[src/tx_hdlc_regs.svh]
// Constants for the transmit HDLC byte input port: timing counts and codes.
// Assumes it is included by bare name from the port module.
`ifndef TX_HDLC_REGS_SVH
`define TX_HDLC_REGS_SVH

// Line bits per half period of the demand clock (8 bits per byte).
`define DEMAND_HALF_BITS 4
// Longest run of ones sent before a zero is stuffed.
`define STUFF_RUN        5
// Idle pattern sent between bytes when nothing is queued.
`define IDLE_FLAG        8'h7e
// Default depth of the byte queue.
`define BYTE_FIFO_DEPTH  16

`endif

[src/tx_hdlc_pkg.sv]
// Types shared by the transmit HDLC byte input port.
// Assumes nothing beyond the constants header.
package tx_hdlc_pkg;

  typedef enum logic [1:0] {
    ROLE_GROUNDED,
    ROLE_PLCP_STUFF,
    ROLE_HDLC_CLOCK
  } pin_role_t;

  typedef logic [7:0] frame_byte_t;

endpackage

[src/byte_stream_if.sv]
// Byte stream with valid and ready between the port logic and its queue.
// Assumes one clock shared by both ends.
`timescale 1ns/1ps
interface byte_stream_if #(parameter int WIDTH = 8);
  logic [WIDTH-1:0] data;
  logic             valid;
  logic             ready;
  modport src (output data, output valid, input ready);
  modport snk (input data, input valid, output ready);
endinterface // byte_stream_if

[src/byte_fifo.sv]
// Synchronous FIFO with parameter width and depth, valid and ready both sides.
// Assumes a single clock; clock enable freezes all state.
`timescale 1ns/1ps
module byte_fifo #(
  parameter int WIDTH = 8,
  parameter int DEPTH = 16
) (
  // Clock and reset
  input wire logic clk,
  input wire logic resetn,
  input wire logic ce,
  // Fill and drain sides
  byte_stream_if.snk wr,
  byte_stream_if.src rd
);
  localparam int AW = $clog2(DEPTH);

  // Pointers wrap freely, so only power-of-two depths are served.
  if (DEPTH < 2 || (1 << AW) != DEPTH) begin : g_bad_depth
    $error("byte_fifo depth must be a power of two of at least 2");
  end

  logic [WIDTH-1:0] mem [DEPTH];
  logic [AW-1:0]    wr_ptr;
  logic [AW-1:0]    rd_ptr;
  logic [AW:0]      count;
  logic             push;
  logic             pop;

  assign wr.ready = (count != (AW+1)'(DEPTH));
  assign rd.valid = (count != '0);
  assign rd.data  = mem[rd_ptr];
  assign push     = ce && wr.valid && wr.ready;
  assign pop      = ce && rd.valid && rd.ready;

  always_ff @(posedge clk) begin
    if (push) begin
      mem[wr_ptr] <= wr.data;
    end
  end

  always_ff @(posedge clk or negedge resetn) begin
    if (!resetn) begin
      wr_ptr <= '0;
      rd_ptr <= '0;
      count  <= '0;
    end else begin
      if (push) begin
        wr_ptr <= wr_ptr + 1'b1;
      end
      if (pop) begin
        rd_ptr <= rd_ptr + 1'b1;
      end
      if (push && !pop) begin
        count <= count + 1'b1;
      end else if (pop && !push) begin
        count <= count - 1'b1;
      end
    end
  end

endmodule // byte_fifo

[src/tx_hdlc_byte_input_port.sv]
// Transmit HDLC byte input port for one channel: demand clock, byte capture,
// byte queue and zero-stuffing serialiser toward the framer.
// Assumes the framer pulses line_bit_strobe once per line bit it takes, and
// that all inputs are synchronous to clk.
//
// Notes on behaviour
// - Pin role from ATM mode and HDLC mode.
// - ATM mode: pin is trailer stuff input.
// - HDLC mode, ATM mode off: pin drives demand clock out.
// - Send request high: capture on falling edge.
// - Each capture takes one whole byte.
// - Demand clock line rate/8, slower when stuffing.
// - Accepted bytes are zero-stuffed before framer.
`timescale 1ns/1ps
`include "tx_hdlc_regs.svh"
module tx_hdlc_byte_input_port
  import tx_hdlc_pkg::*;
#(
  parameter int FIFO_DEPTH = `BYTE_FIFO_DEPTH
) (
  // Clock, reset, enable
  input  wire logic       clk,
  input  wire logic       resetn,
  input  wire logic       ce,
  // Configuration levels
  input  wire logic       atm_uni_mode,
  input  wire logic       hdlc_mode,
  // Shared pin
  input  wire logic       trailer_stuff_ctrl_in,
  output logic            tx_frame_demand_clk,
  output logic            demand_clk_oe_n,
  // Terminal equipment data
  input  wire logic       snd_msg,
  input  wire logic [7:0] tx_frame_byte_in,
  // Toward the PLCP processor
  output logic            trailer_stuff_ctrl,
  // Toward the framer
  input  wire logic       line_bit_strobe,
  output logic            line_bit,
  output logic            line_bit_valid
);

  // ----------------------------------------------------------------------
  // Parameter checks
  // ----------------------------------------------------------------------
  // The queue wraps its pointers, so its depth must be a power of two.
  if (FIFO_DEPTH < 2 || (FIFO_DEPTH & (FIFO_DEPTH - 1)) != 0) begin : g_bad_depth
    $error("FIFO_DEPTH must be a power of two of at least 2");
  end
  // The half-period counter is three bits wide.
  if (`DEMAND_HALF_BITS < 1 || `DEMAND_HALF_BITS > 8) begin : g_bad_half
    $error("DEMAND_HALF_BITS must lie between 1 and 8");
  end
  // The run counter of the serialiser is three bits wide.
  if (`STUFF_RUN < 1 || `STUFF_RUN > 7) begin : g_bad_run
    $error("STUFF_RUN must lie between 1 and 7");
  end

  // ----------------------------------------------------------------------
  // Pin role
  // ----------------------------------------------------------------------
  // ATM mode wins over HDLC mode; outside both the board grounds the pin.
  pin_role_t role;
  logic      hdlc_active;

  always_ff @(posedge clk or negedge resetn) begin
    if (!resetn) begin
      role <= ROLE_GROUNDED;
    end else if (ce) begin
      if (atm_uni_mode) begin
        role <= ROLE_PLCP_STUFF;
      end else if (hdlc_mode) begin
        role <= ROLE_HDLC_CLOCK;
      end else begin
        role <= ROLE_GROUNDED;
      end
    end
  end

  assign hdlc_active = (role == ROLE_HDLC_CLOCK);

  // The enable follows the settled role, so the pin is never driven early.

  always_ff @(posedge clk or negedge resetn) begin
    if (!resetn) begin
      demand_clk_oe_n    <= 1'b1;
      trailer_stuff_ctrl <= 1'b0;
    end else if (ce) begin
      demand_clk_oe_n    <= !hdlc_active;
      trailer_stuff_ctrl <= (role == ROLE_PLCP_STUFF) && trailer_stuff_ctrl_in;
    end
  end

  // ----------------------------------------------------------------------
  // Byte queue
  // ----------------------------------------------------------------------
  byte_stream_if #(.WIDTH(8)) in_bytes ();
  byte_stream_if #(.WIDTH(8)) out_bytes ();

  byte_fifo #(
    .WIDTH (8),
    .DEPTH (FIFO_DEPTH)
  ) u_fifo (
    .clk    (clk),
    .resetn (resetn),
    .ce     (ce),
    .wr     (in_bytes),
    .rd     (out_bytes)
  );

  // ----------------------------------------------------------------------
  // Demand clock and capture
  // ----------------------------------------------------------------------
  logic [2:0]  half_cnt;
  frame_byte_t cap_byte;
  logic        cap_valid;
  logic        half_done;

  assign half_done     = line_bit_strobe && (half_cnt == 3'(`DEMAND_HALF_BITS - 1));
  assign in_bytes.data  = cap_byte;
  assign in_bytes.valid = cap_valid;

  // A rising edge waits for queue room, so stuffing that slows the drain
  // stretches the low phase and the clock falls below line rate / 8.
  always_ff @(posedge clk or negedge resetn) begin
    if (!resetn) begin
      half_cnt            <= '0;
      tx_frame_demand_clk <= 1'b0;
    end else if (ce) begin
      if (!hdlc_active) begin
        half_cnt            <= '0;
        tx_frame_demand_clk <= 1'b0;
      end else if (half_done) begin
        if (tx_frame_demand_clk) begin
          half_cnt            <= '0;
          tx_frame_demand_clk <= 1'b0;
        end else if (in_bytes.ready && !cap_valid) begin
          half_cnt            <= '0;
          tx_frame_demand_clk <= 1'b1;
        end
      end else if (line_bit_strobe) begin
        half_cnt <= half_cnt + 3'd1;
      end
    end
  end

  // The byte is taken in the same cycle the pin falls; the equipment moved
  // it on the previous rise.
  always_ff @(posedge clk or negedge resetn) begin
    if (!resetn) begin
      cap_byte  <= '0;
      cap_valid <= 1'b0;
    end else if (ce) begin
      if (hdlc_active && half_done && tx_frame_demand_clk && snd_msg) begin
        cap_byte  <= tx_frame_byte_in;
        cap_valid <= 1'b1;
      end else if (in_bytes.ready) begin
        cap_valid <= 1'b0;
      end
    end
  end

  // ----------------------------------------------------------------------
  // Zero-stuffing serialiser
  // ----------------------------------------------------------------------
  frame_byte_t shreg;
  frame_byte_t cur_byte;
  logic [2:0]  bits_left;
  logic [2:0]  ones;
  logic        cur_is_data;
  logic        is_data;
  logic        stuff_now;
  logic        at_boundary;

  assign stuff_now   = is_data && (ones == 3'(`STUFF_RUN));
  assign at_boundary = (bits_left == 3'd0);

  // At a byte boundary the next queued byte is taken, or the idle flag when
  // the queue is empty. The flag is marked as non-data, so it is never
  // stuffed and it clears the run of ones.
  always_comb begin
    cur_byte    = shreg;
    cur_is_data = is_data;
    if (at_boundary) begin
      cur_byte    = out_bytes.valid ? out_bytes.data : `IDLE_FLAG;
      cur_is_data = out_bytes.valid;
    end
  end

  // A stuffed zero holds off the queue, so the byte waits for the next strobe.
  assign out_bytes.ready = hdlc_active && line_bit_strobe && !stuff_now && at_boundary;

  always_ff @(posedge clk or negedge resetn) begin
    if (!resetn) begin
      shreg          <= '0;
      bits_left      <= '0;
      ones           <= '0;
      is_data        <= 1'b0;
      line_bit       <= 1'b0;
      line_bit_valid <= 1'b0;
    end else if (ce) begin
      line_bit_valid <= hdlc_active && line_bit_strobe;
      if (!hdlc_active) begin
        bits_left <= '0;
        ones      <= '0;
        is_data   <= 1'b0;
      end else if (line_bit_strobe) begin
        if (stuff_now) begin
          line_bit <= 1'b0;
          ones     <= '0;
        end else begin
          line_bit  <= cur_byte[0];
          shreg     <= cur_byte >> 1;
          bits_left <= at_boundary ? 3'd7 : bits_left - 3'd1;
          is_data   <= cur_is_data;
          ones      <= (cur_is_data && cur_byte[0]) ? ones + 3'd1 : 3'd0;
        end
      end
    end
  end

endmodule // tx_hdlc_byte_input_port

[config.mk]
export PLATFORM = sky130hd
export DESIGN_NAME = tx_hdlc_byte_input_port
export DESIGN_NICKNAME = d
export VERILOG_FILES = /design/src/tx_hdlc_pkg.sv /design/src/byte_stream_if.sv /design/src/byte_fifo.sv /design/src/tx_hdlc_byte_input_port.sv
export VERILOG_INCLUDE_DIRS = /design/src
export SDC_FILE = /design/constraint.sdc
export NUM_CORES = 1
export LEC_CHECK = 0
export ABC_CLOCK_PERIOD_IN_PS = 2900
export BUFFER_PORTS_ARGS = -buffer_cell sky130_fd_sc_hd__buf_2
export CORE_ASPECT_RATIO = 0.5
export CORE_MARGIN = 2
export CORE_UTILIZATION = 56
export CTS_CLUSTER_DIAMETER = 30
export DETAILED_ROUTE_END_ITERATION = 6
export GPL_TIMING_DRIVEN = 0
export MAX_ROUTING_LAYER = met4
export PLACE_DENSITY = 0.76
export SYNTH_ARGS = -nofsm -noshare
export SYNTH_HDL_FRONTEND = slang
export SYNTH_SLANG_ARGS = --single-unit
[constraint.sdc]
create_clock -name clk -period 2.9 [get_ports clk]
set_clock_uncertainty 0.15 [all_clocks]
set_input_delay 0.435 -clock clk [delete_from_list [all_inputs] [get_ports clk]]
set_output_delay 0.435 -clock clk [all_outputs]
set_load 0.01 [all_outputs]
==> results of run 1 <==
-- where the power goes --
part           switching (W)  internal (W)
Combinational       0.000448      0.000400
Sequential          0.000107       0.00275
Clock                0.00103       0.00121
-- critical path, cell delays in order (launching register included) --
cell     delay, ns
dfrtp_2       0.44
nor4_4        0.32
a21o_1        0.21
nor2_2        0.07
inv_2         0.07
buf_6         0.11
ha_4          0.16
inv_4         0.05
buf_4         0.13
ha_1          0.29
o21a_1        0.12
or3_1         0.32
a21oi_2       0.14
xnor2_1       0.13
-- placed cells by master, fill, tap and decap left out, types with 3 or more instances in the layout --
cell type   Yosys  final
ha_1           15     11
nor2_1         33     32
inv_8           0      4
a21oi_1         6      5
ha_4            0      3
o21ai_0        10     10
xnor2_1         7      7
clkbuf_16       0     17
nand2b_1        6      5
nand3_1         6      5
edfxtp_1      128    128
clkinvlp_4      0      3
inv_1          14     10
nand2_1        32     31
inv_2           0      3
mux4_2         37     37
dfrtp_1        45     43
buf_4           3     14
o22ai_1         3      3
o21ai_1         3      3
nor2b_1         5      4
buf_2           3     22
mux2_2         15     15
clkbuf_1        9      8
nor3_1         18     16
inv_6           0      5
a21o_1          4      4
-- per-stage QoR --
step / std cells / power, W / hold slack, ns / util (%) / setup slack [ns]
final: 664 / 0.00595 / 0.0468 / 65.6 / 0.115
after global routing: 664 / 0.00619 / 0.0460 / 65.6 / -0.0165
after CTS: 658 / 0.00594 / 0.0351 / 64.8 / 0.0119
after detailed placement: 622 / 0.00367 / 0.324 / 59.6 / -0.336
after global placement: 622 / 0.00366 / 0.317 / 59.5 / -0.305
after floorplan: 432 / 0.00348 / -0.0106 / - / 0.00570
-- registers in the layout (all words and copies together) (netlist names) --
signal,cells
bits_left,3
shreg,7
line_bit,1
u_fifo.wr_ptr,4
is_data,1
trailer_stuff_ctrl,1
u_fifo.rd_ptr,4
tx_frame_demand_clk,1
u_fifo.mem,128
cap_valid,1
half_cnt,3
line_bit_valid,1
u_fifo.count,5
cap_byte,8
demand_clk_oe_n,1
ones,3
role,2
-- how the worst min path moves through the flow --
| stage | from | endpoint | slack, ns | cells after the start |
|---|---|---|---|---|
| floorplan | resetn | bits_left[0] | -0.01 | 0 |
| global placement | bits_left[1] | bits_left[1] | 0.32 | 1 |
| detailed placement | bits_left[1] | bits_left[1] | 0.32 | 1 |
| CTS | atm_uni_mode | role[1] | 0.04 | 2 |
| global route | atm_uni_mode | role[1] | 0.05 | 2 |
| finish | atm_uni_mode | role[1] | 0.05 | 2 |
-- layout make-up --
cell class	count	area, sq um	share of cell area, %
clock inverter	15	150	1.82
sequential	174	5000	60.5
clock buffer	17	425	5.15
tap	170	213	2.58
multi-input combinational	226	2140	25.9
timing repair buffer	31	183	2.21
buffer	17	92.6	1.12
inverter	14	55.1	0.667
-- timing repair --
item / in CTS / in global routing
setup endpoints to repair: 1 / 1
resized for setup: 11 / 13
buffers inserted: 5 / 6
cloned: 0 / 0
pin swaps: 2 / 6
-- cell families (layout without fill, tap and decap cells) --
family,count (synthesis),after routing,share of synthesized area (%)
flops,174,174,69.6
simple gates,113,113,7.27
mux,52,52,14.0
compound gates,36,36,3.14
buf+inv,32,94,1.99
fa+ha+maj,16,16,2.90
xor+xnor,9,9,1.10
-- per-layer routing --
layer	vias to the layer above	global-route usage (%)	routed length (um)
met5	-	-	0
met1	1956	31.1	6100
li1	1747	-	-
met3	19	5.41	1050
met2	153	36.2	6910
met4	0	8.77	244
==> key figures, run 1 <==
Status
  – Outcome: finished clean

Finish
  – Design area: 8260 sq um
  – Layout cells sized above 1: 29.1%
  – ANT cells: 0
  – Final #Nets: 513
  – Syn-to-layout area delta: 15.1%
  – Filler instances: 823

Pwr
  – Leak Pwr: 2.62 nW
  – Worst VDD drop: 0.000503 V
  – Pwr Density: 721 nW/um^2

Logic synthesis
  – Post-synthesis register bit count: 174
  – Post-Syn Nets: 464
  – Top cells by count, synth: edfxtp_1, dfrtp_1, mux4_2, nor2_1, nand2_1
  – Cell Area, Synth: 7170 sq um
  – Post-synth EDFFs: 128
  – Fraction of registers with async set/reset: 26.4%
  – Gate Count Post-Synth: 432
  – Yosys cell types: 43
  – Top_reg_cell synth: edfxtp_1
  – Area leader, netlist: edfxtp_1
  – Largest cells by area after synthesis: edfxtp_1, dfrtp_1, mux4_2
  – Synth warn: 0
  – Count leader, synth: edfxtp_1
  – Synth top area share: 53.6%
  – Syn_area_per_cell: 16.6 sq um
  – Sequential fraction of the synthesis area: 69.6%

Critical path
  – Critical Path RT: 3.11 ns
  – Reg2reg end: u_fifo.count[4]
  – CP startpoint kind: flip-flop
  – Flop-to-flop setup slack: 0.12 ns
  – End of the critical path: u_fifo.count[4]
  – Worst setup path start: u_fifo.count[2]
  – Worst Reg-to-Reg Cells: 13
  – CP arrival: 2.99 ns
  – Crit Path Class: reg2reg
  – Critical Path End Type: flip-flop
  – Reg-to-Reg Start: u_fifo.count[2]
  – Critical Path Fanout Max: 4

Clocking
  – TritonCTS buffer count: 17
  – Root buf cell: clkbuf_16
  – Clock-pin slew on the worst setup and hold paths: 0.07 ns
  – Clock latency on the worst-skew pair: 0.44 ns
  – Clock Tree Buf Depth: 2
  – CTS tree: done
  – H-tree depth: 4
  – Cts hold-fix bufs: 0
  – Sinks on Clock Net: 174

GRT
  – Initial antenna violation count: 0
  – Number of global-route vias before repair: 3929
  – GRT Util Overall: 23.5%
  – Global-route wire length before repair: 22.2 mm
  – GRT overflow: 0
  – Pin count of the biggest net entering global routing: 47

Routing
  – Routed vias/inst: 5.84
  – Post-Route WL: 14.3 mm
  – First drt pass iteration count: 5
  – Vias: 3875
  – Initial DRC Count: 382
  – Post-route ant nets: 0
  – DRC: 0
  – Routed wire per std cell: 21.5 um

STA
  – Relative slew slack: 12.0%
  – Fmax: 0.359 GHz
  – Final setup violation count: 0
  – Post-Route Setup TNS: 0 ns
  – Max Slew Vio Count: 0
  – Least-Margin Pin Slew: 1.31 ns
  – Final Critical Period: 2.78 ns
  – Fin crit share: 96.0%
  – Final hold vios: 0

Placed design
  – Area after DPL: 7510 sq um
  – IO Port Bufs: 20
  – Hpwl dp: 8.75 mm
  – Final RePlAce weighted congestion: 0.757

Floorplan
  – Starting Density: 57.0%
  – Full die area: 13800 sq um
  – Chip width: 164 um
  – Die Ht: 84.0 um
  – Num rows: 29
  – Ports: 21
  – Core Region: 12600 sq um

Run
  – Maximum capacitance violations: 0

Hold path
  – Hold crit path type: in2reg
Power figures use the tool's default switching activity.
==> run 2, diff against run 1 <==
--- a/config.mk
+++ b/config.mk
@@ -17,4 +17,5 @@
 export MAX_ROUTING_LAYER = met4
 export PLACE_DENSITY = 0.76
+export RECOVER_POWER = 25
 export SYNTH_ARGS = -nofsm -noshare
 export SYNTH_HDL_FRONTEND = slang
--- a/constraint.sdc
+++ b/constraint.sdc
@@ -3,3 +3,3 @@
 set_input_delay 0.435 -clock clk [delete_from_list [all_inputs] [get_ports clk]]
 set_output_delay 0.435 -clock clk [all_outputs]
-set_load 0.01 [all_outputs]
+set_load 0.02 [all_outputs]
==> run 2 against run 1 <==
Effect of this change:
- largest power group unchanged
- non-clock buffer count is the same
- first-iteration DRC count shrank 1.0%
- cell area is essentially flat
- worst hold slack is essentially flat
- setup slack is essentially flat
- fmax is essentially flat
==> key figures, run 2 (synthesis gave the netlist of run 1 again) <==
Clocking
  – Clock-pin slew on the worst setup and hold paths: 0.07 ns (about the same)
  – TritonCTS buffer count: 17 (unchanged)
  – Sinks on Clock Net: 174 (unchanged)
  – Root buf cell: clkbuf_16
  – Clock latency on the worst-skew pair: 0.44 ns (about the same)
  – Clock Tree Buf Depth: 2 (unchanged)
  – H-tree depth: 4 (unchanged)
  – CTS tree: done
  – Cts hold-fix bufs: 0 (unchanged)

GRT
  – GRT overflow: 0 (unchanged)
  – Global Route met1 Usage: 31.1% (unchanged)
  – Gr busiest metal: met2
  – Grt met2 use: 36.2% (unchanged)
  – Global-route wire length before repair: 22.2 mm (unchanged)
  – Pin count of the biggest net entering global routing: 47 (unchanged)
  – GRT Util Overall: 23.5% (unchanged)
  – Initial antenna violation count: 0 (unchanged)
  – Global Route met3 Usage: 5.41% (unchanged)
  – Number of global-route vias before repair: 3929 (unchanged)

Critical path
  – Critical Path Fanout Max: 4 (unchanged)
  – CP arrival: 2.99 ns (about the same)
  – CP delay by family, top: simple AND/OR/NAND/NOR gates
  – Crit-path slowest cell: dfrtp_2
  – Critical Path RT: 3.10 ns (about the same)
  – CP Cell Sequence: nor4_4 -> a21o_1 -> nor2_2 -> inv_2 -> buf_6 -> ha_4 -> inv_4 -> buf_4 -> ha_1 -> o21a_1 -> or3_1 -> a21oi_2 -> xnor2_1
  – Reg-to-Reg Start: u_fifo.count[2]
  – Crit-path max cell delay: 0.44 ns (about the same)
  – Crit Path Class: reg2reg
  – Worst Reg-to-Reg Cells: 13 (unchanged)
  – Flop-to-flop setup slack: 0.12 ns (about the same)
  – CP startpoint kind: flip-flop
  – Reg2reg end: u_fifo.count[4]
  – Critical Path End Type: flip-flop
  – Worst path buffer plus inverter count: 4 (unchanged)

Routing
  – Post-route ant nets: 0 (unchanged)
  – Vias: 3884 (+0.23%)
  – Post-Route WL: 14.3 mm (about the same)
  – Routed vias/inst: 5.85 (+0.23%)
  – First drt pass iteration count: 5 (unchanged)
  – Initial DRC Count: 378 (-1.0%)
  – Routed wire per std cell: 21.5 um (about the same)
  – DRC: 0 (unchanged)

STA
  – Setup ws final: 0.115 ns (-0.00000900 ns)
  – Fin crit share: 96.0% (about the same)
  – Final hold vios: 0 (unchanged)
  – Relative slew slack: 9.46% (-2.5 points)
  – Fmax: 0.359 GHz (about the same)
  – Post-Route Setup TNS: 0 ns (unchanged)
  – Fin Hold WS: 0.0471 ns (+0.000309 ns)
  – Max Slew Vio Count: 0 (unchanged)
  – Final setup violation count: 0 (unchanged)
  – Least-Margin Pin Slew: 1.35 ns (+0.0371 ns)
  – Final Critical Period: 2.78 ns (+0.00000900 ns)

Finish
  – Reg area: 5000 sq um (unchanged)
  – Final #Nets: 513 (unchanged)
  – Regs by FF count: u_fifo.mem x128, cap_byte x8, shreg x7
  – Filler instances: 823 (unchanged)
  – Area of the multi-input gates: 2140 sq um (unchanged)
  – Syn-to-layout area delta: 15.1% (about the same)
  – Most frequent cells in the layout: edfxtp_1, dfrtp_1, mux4_2, nor2_1, nand2_1
  – Layout cells sized above 1: 28.9% (-0.20 points)
  – ANT cells: 0 (unchanged)
  – Top reg by flops: u_fifo.mem
  – Max reg flops: 128 (unchanged)
  – Most common library cell in the layout ignoring fill and taps: edfxtp_1

Status
  – Outcome: finished clean

Hold path
  – Worst hold path startpoint: atm_uni_mode
  – Hold EP: role[1]
  – Hold crit path type: in2reg
  – Hold depth: 2 (unchanged)

Floorplan
  – Starting Density: 57.0% (unchanged)
  – Die Ht: 84.0 um (unchanged)
  – Chip width: 164 um (unchanged)
  – Core Region: 12600 sq um (unchanged)
  – Full die area: 13800 sq um (unchanged)
  – Ports: 21 (unchanged)
  – Num rows: 29 (unchanged)

Pwr
  – Leak Pwr: 2.62 nW (about the same)
  – Pwr Density: 722 nW/um^2 (+0.12%)
  – Tot Pwr: 0.00596 W (+0.11%)
  – Worst VDD drop: 0.000502 V (about the same)

Placed design
  – Pre-CTS setup slack: -0.336 ns (unchanged)
  – Hpwl dp: 8.75 mm (unchanged)
  – Final RePlAce weighted congestion: 0.757 (unchanged)
  – IO Port Bufs: 20 (unchanged)

Run
  – Maximum capacitance violations: 0 (unchanged)
==> run 2: changes by cell type in the layout (fill, tap and decap cells not counted), sizes merged <==
cell,before,now
buf,40,38
clkbuf,25,27
==> run 2: timing repair <==
action                     4_1_cts  5_1_grt
setup buffers                    5        6
setup endpoints to repair        1        1
resized for setup               11       13
pin swaps                        2        6
gates cloned                     0        0
==> run 2: worst max path at each step <==
| stage | start | to | depth (start not counted) |
|---|---|---|---|
| after floorplan | u_fifo.count[2] | u_fifo.count[4] | 13 |
| after global placement | u_fifo.count[2] | u_fifo.count[4] | 13 |
| after detailed placement | u_fifo.count[2] | u_fifo.count[4] | 13 |
| after CTS | bits_left[0] | u_fifo.count[4] | 15 |
| after global routing | bits_left[1] | u_fifo.count[4] | 15 |
| final | u_fifo.count[2] | u_fifo.count[4] | 13 |
==> run 2: routing by layer <==
metal  vias to the layer above  wire (um)
met5                         -          0
li1                       1747          -
met2                       154       6920
met3                        19       1060
met4                         0        244
met1                      1964       6080
==> run 2: layout make-up <==
cell class,instances,area share [%]
Buffer,17,1.12
Clock buffer,17,5.15
Clock inverter,15,1.82
Inverter,14,0.667
Multi-Input combinational cell,226,25.9
Sequential cell,174,60.6
Tap cell,170,2.58
Timing Repair Buffer,31,2.20
==> run 2: worst reg2reg max path, stage by stage (launching register included) <==
cell and delay (ns):
dfrtp_2 0.44, nor4_4 0.32, a21o_1 0.21, nor2_2 0.07, inv_2 0.07, buf_6 0.11, ha_4 0.16, inv_4 0.05
buf_4 0.13, ha_1 0.29, o21a_1 0.12, or3_1 0.32, a21oi_2 0.14, xnor2_1 0.13
==> run 2: where the power goes <==
group | total, W | internal (W) | leakage, nW | switching, W
combinational | 0.000856 | 0.000399 | 0.875 | 0.000456
clock | 0.00224 | 0.00121 | 0.276 | 0.00103
sequential | 0.00286 | 0.00275 | 1.47 | 0.000107
==> run 2: through the flow <==
step | util (%) | std cells | area [sq um]
floorplan | - | 432 | 7180
detailed placement | 59.6 | 622 | 7510
CTS | 64.8 | 658 | 8160
global placement | 59.5 | 622 | 7500
global route | 65.6 | 664 | 8250
finish | 65.6 | 664 | 8250
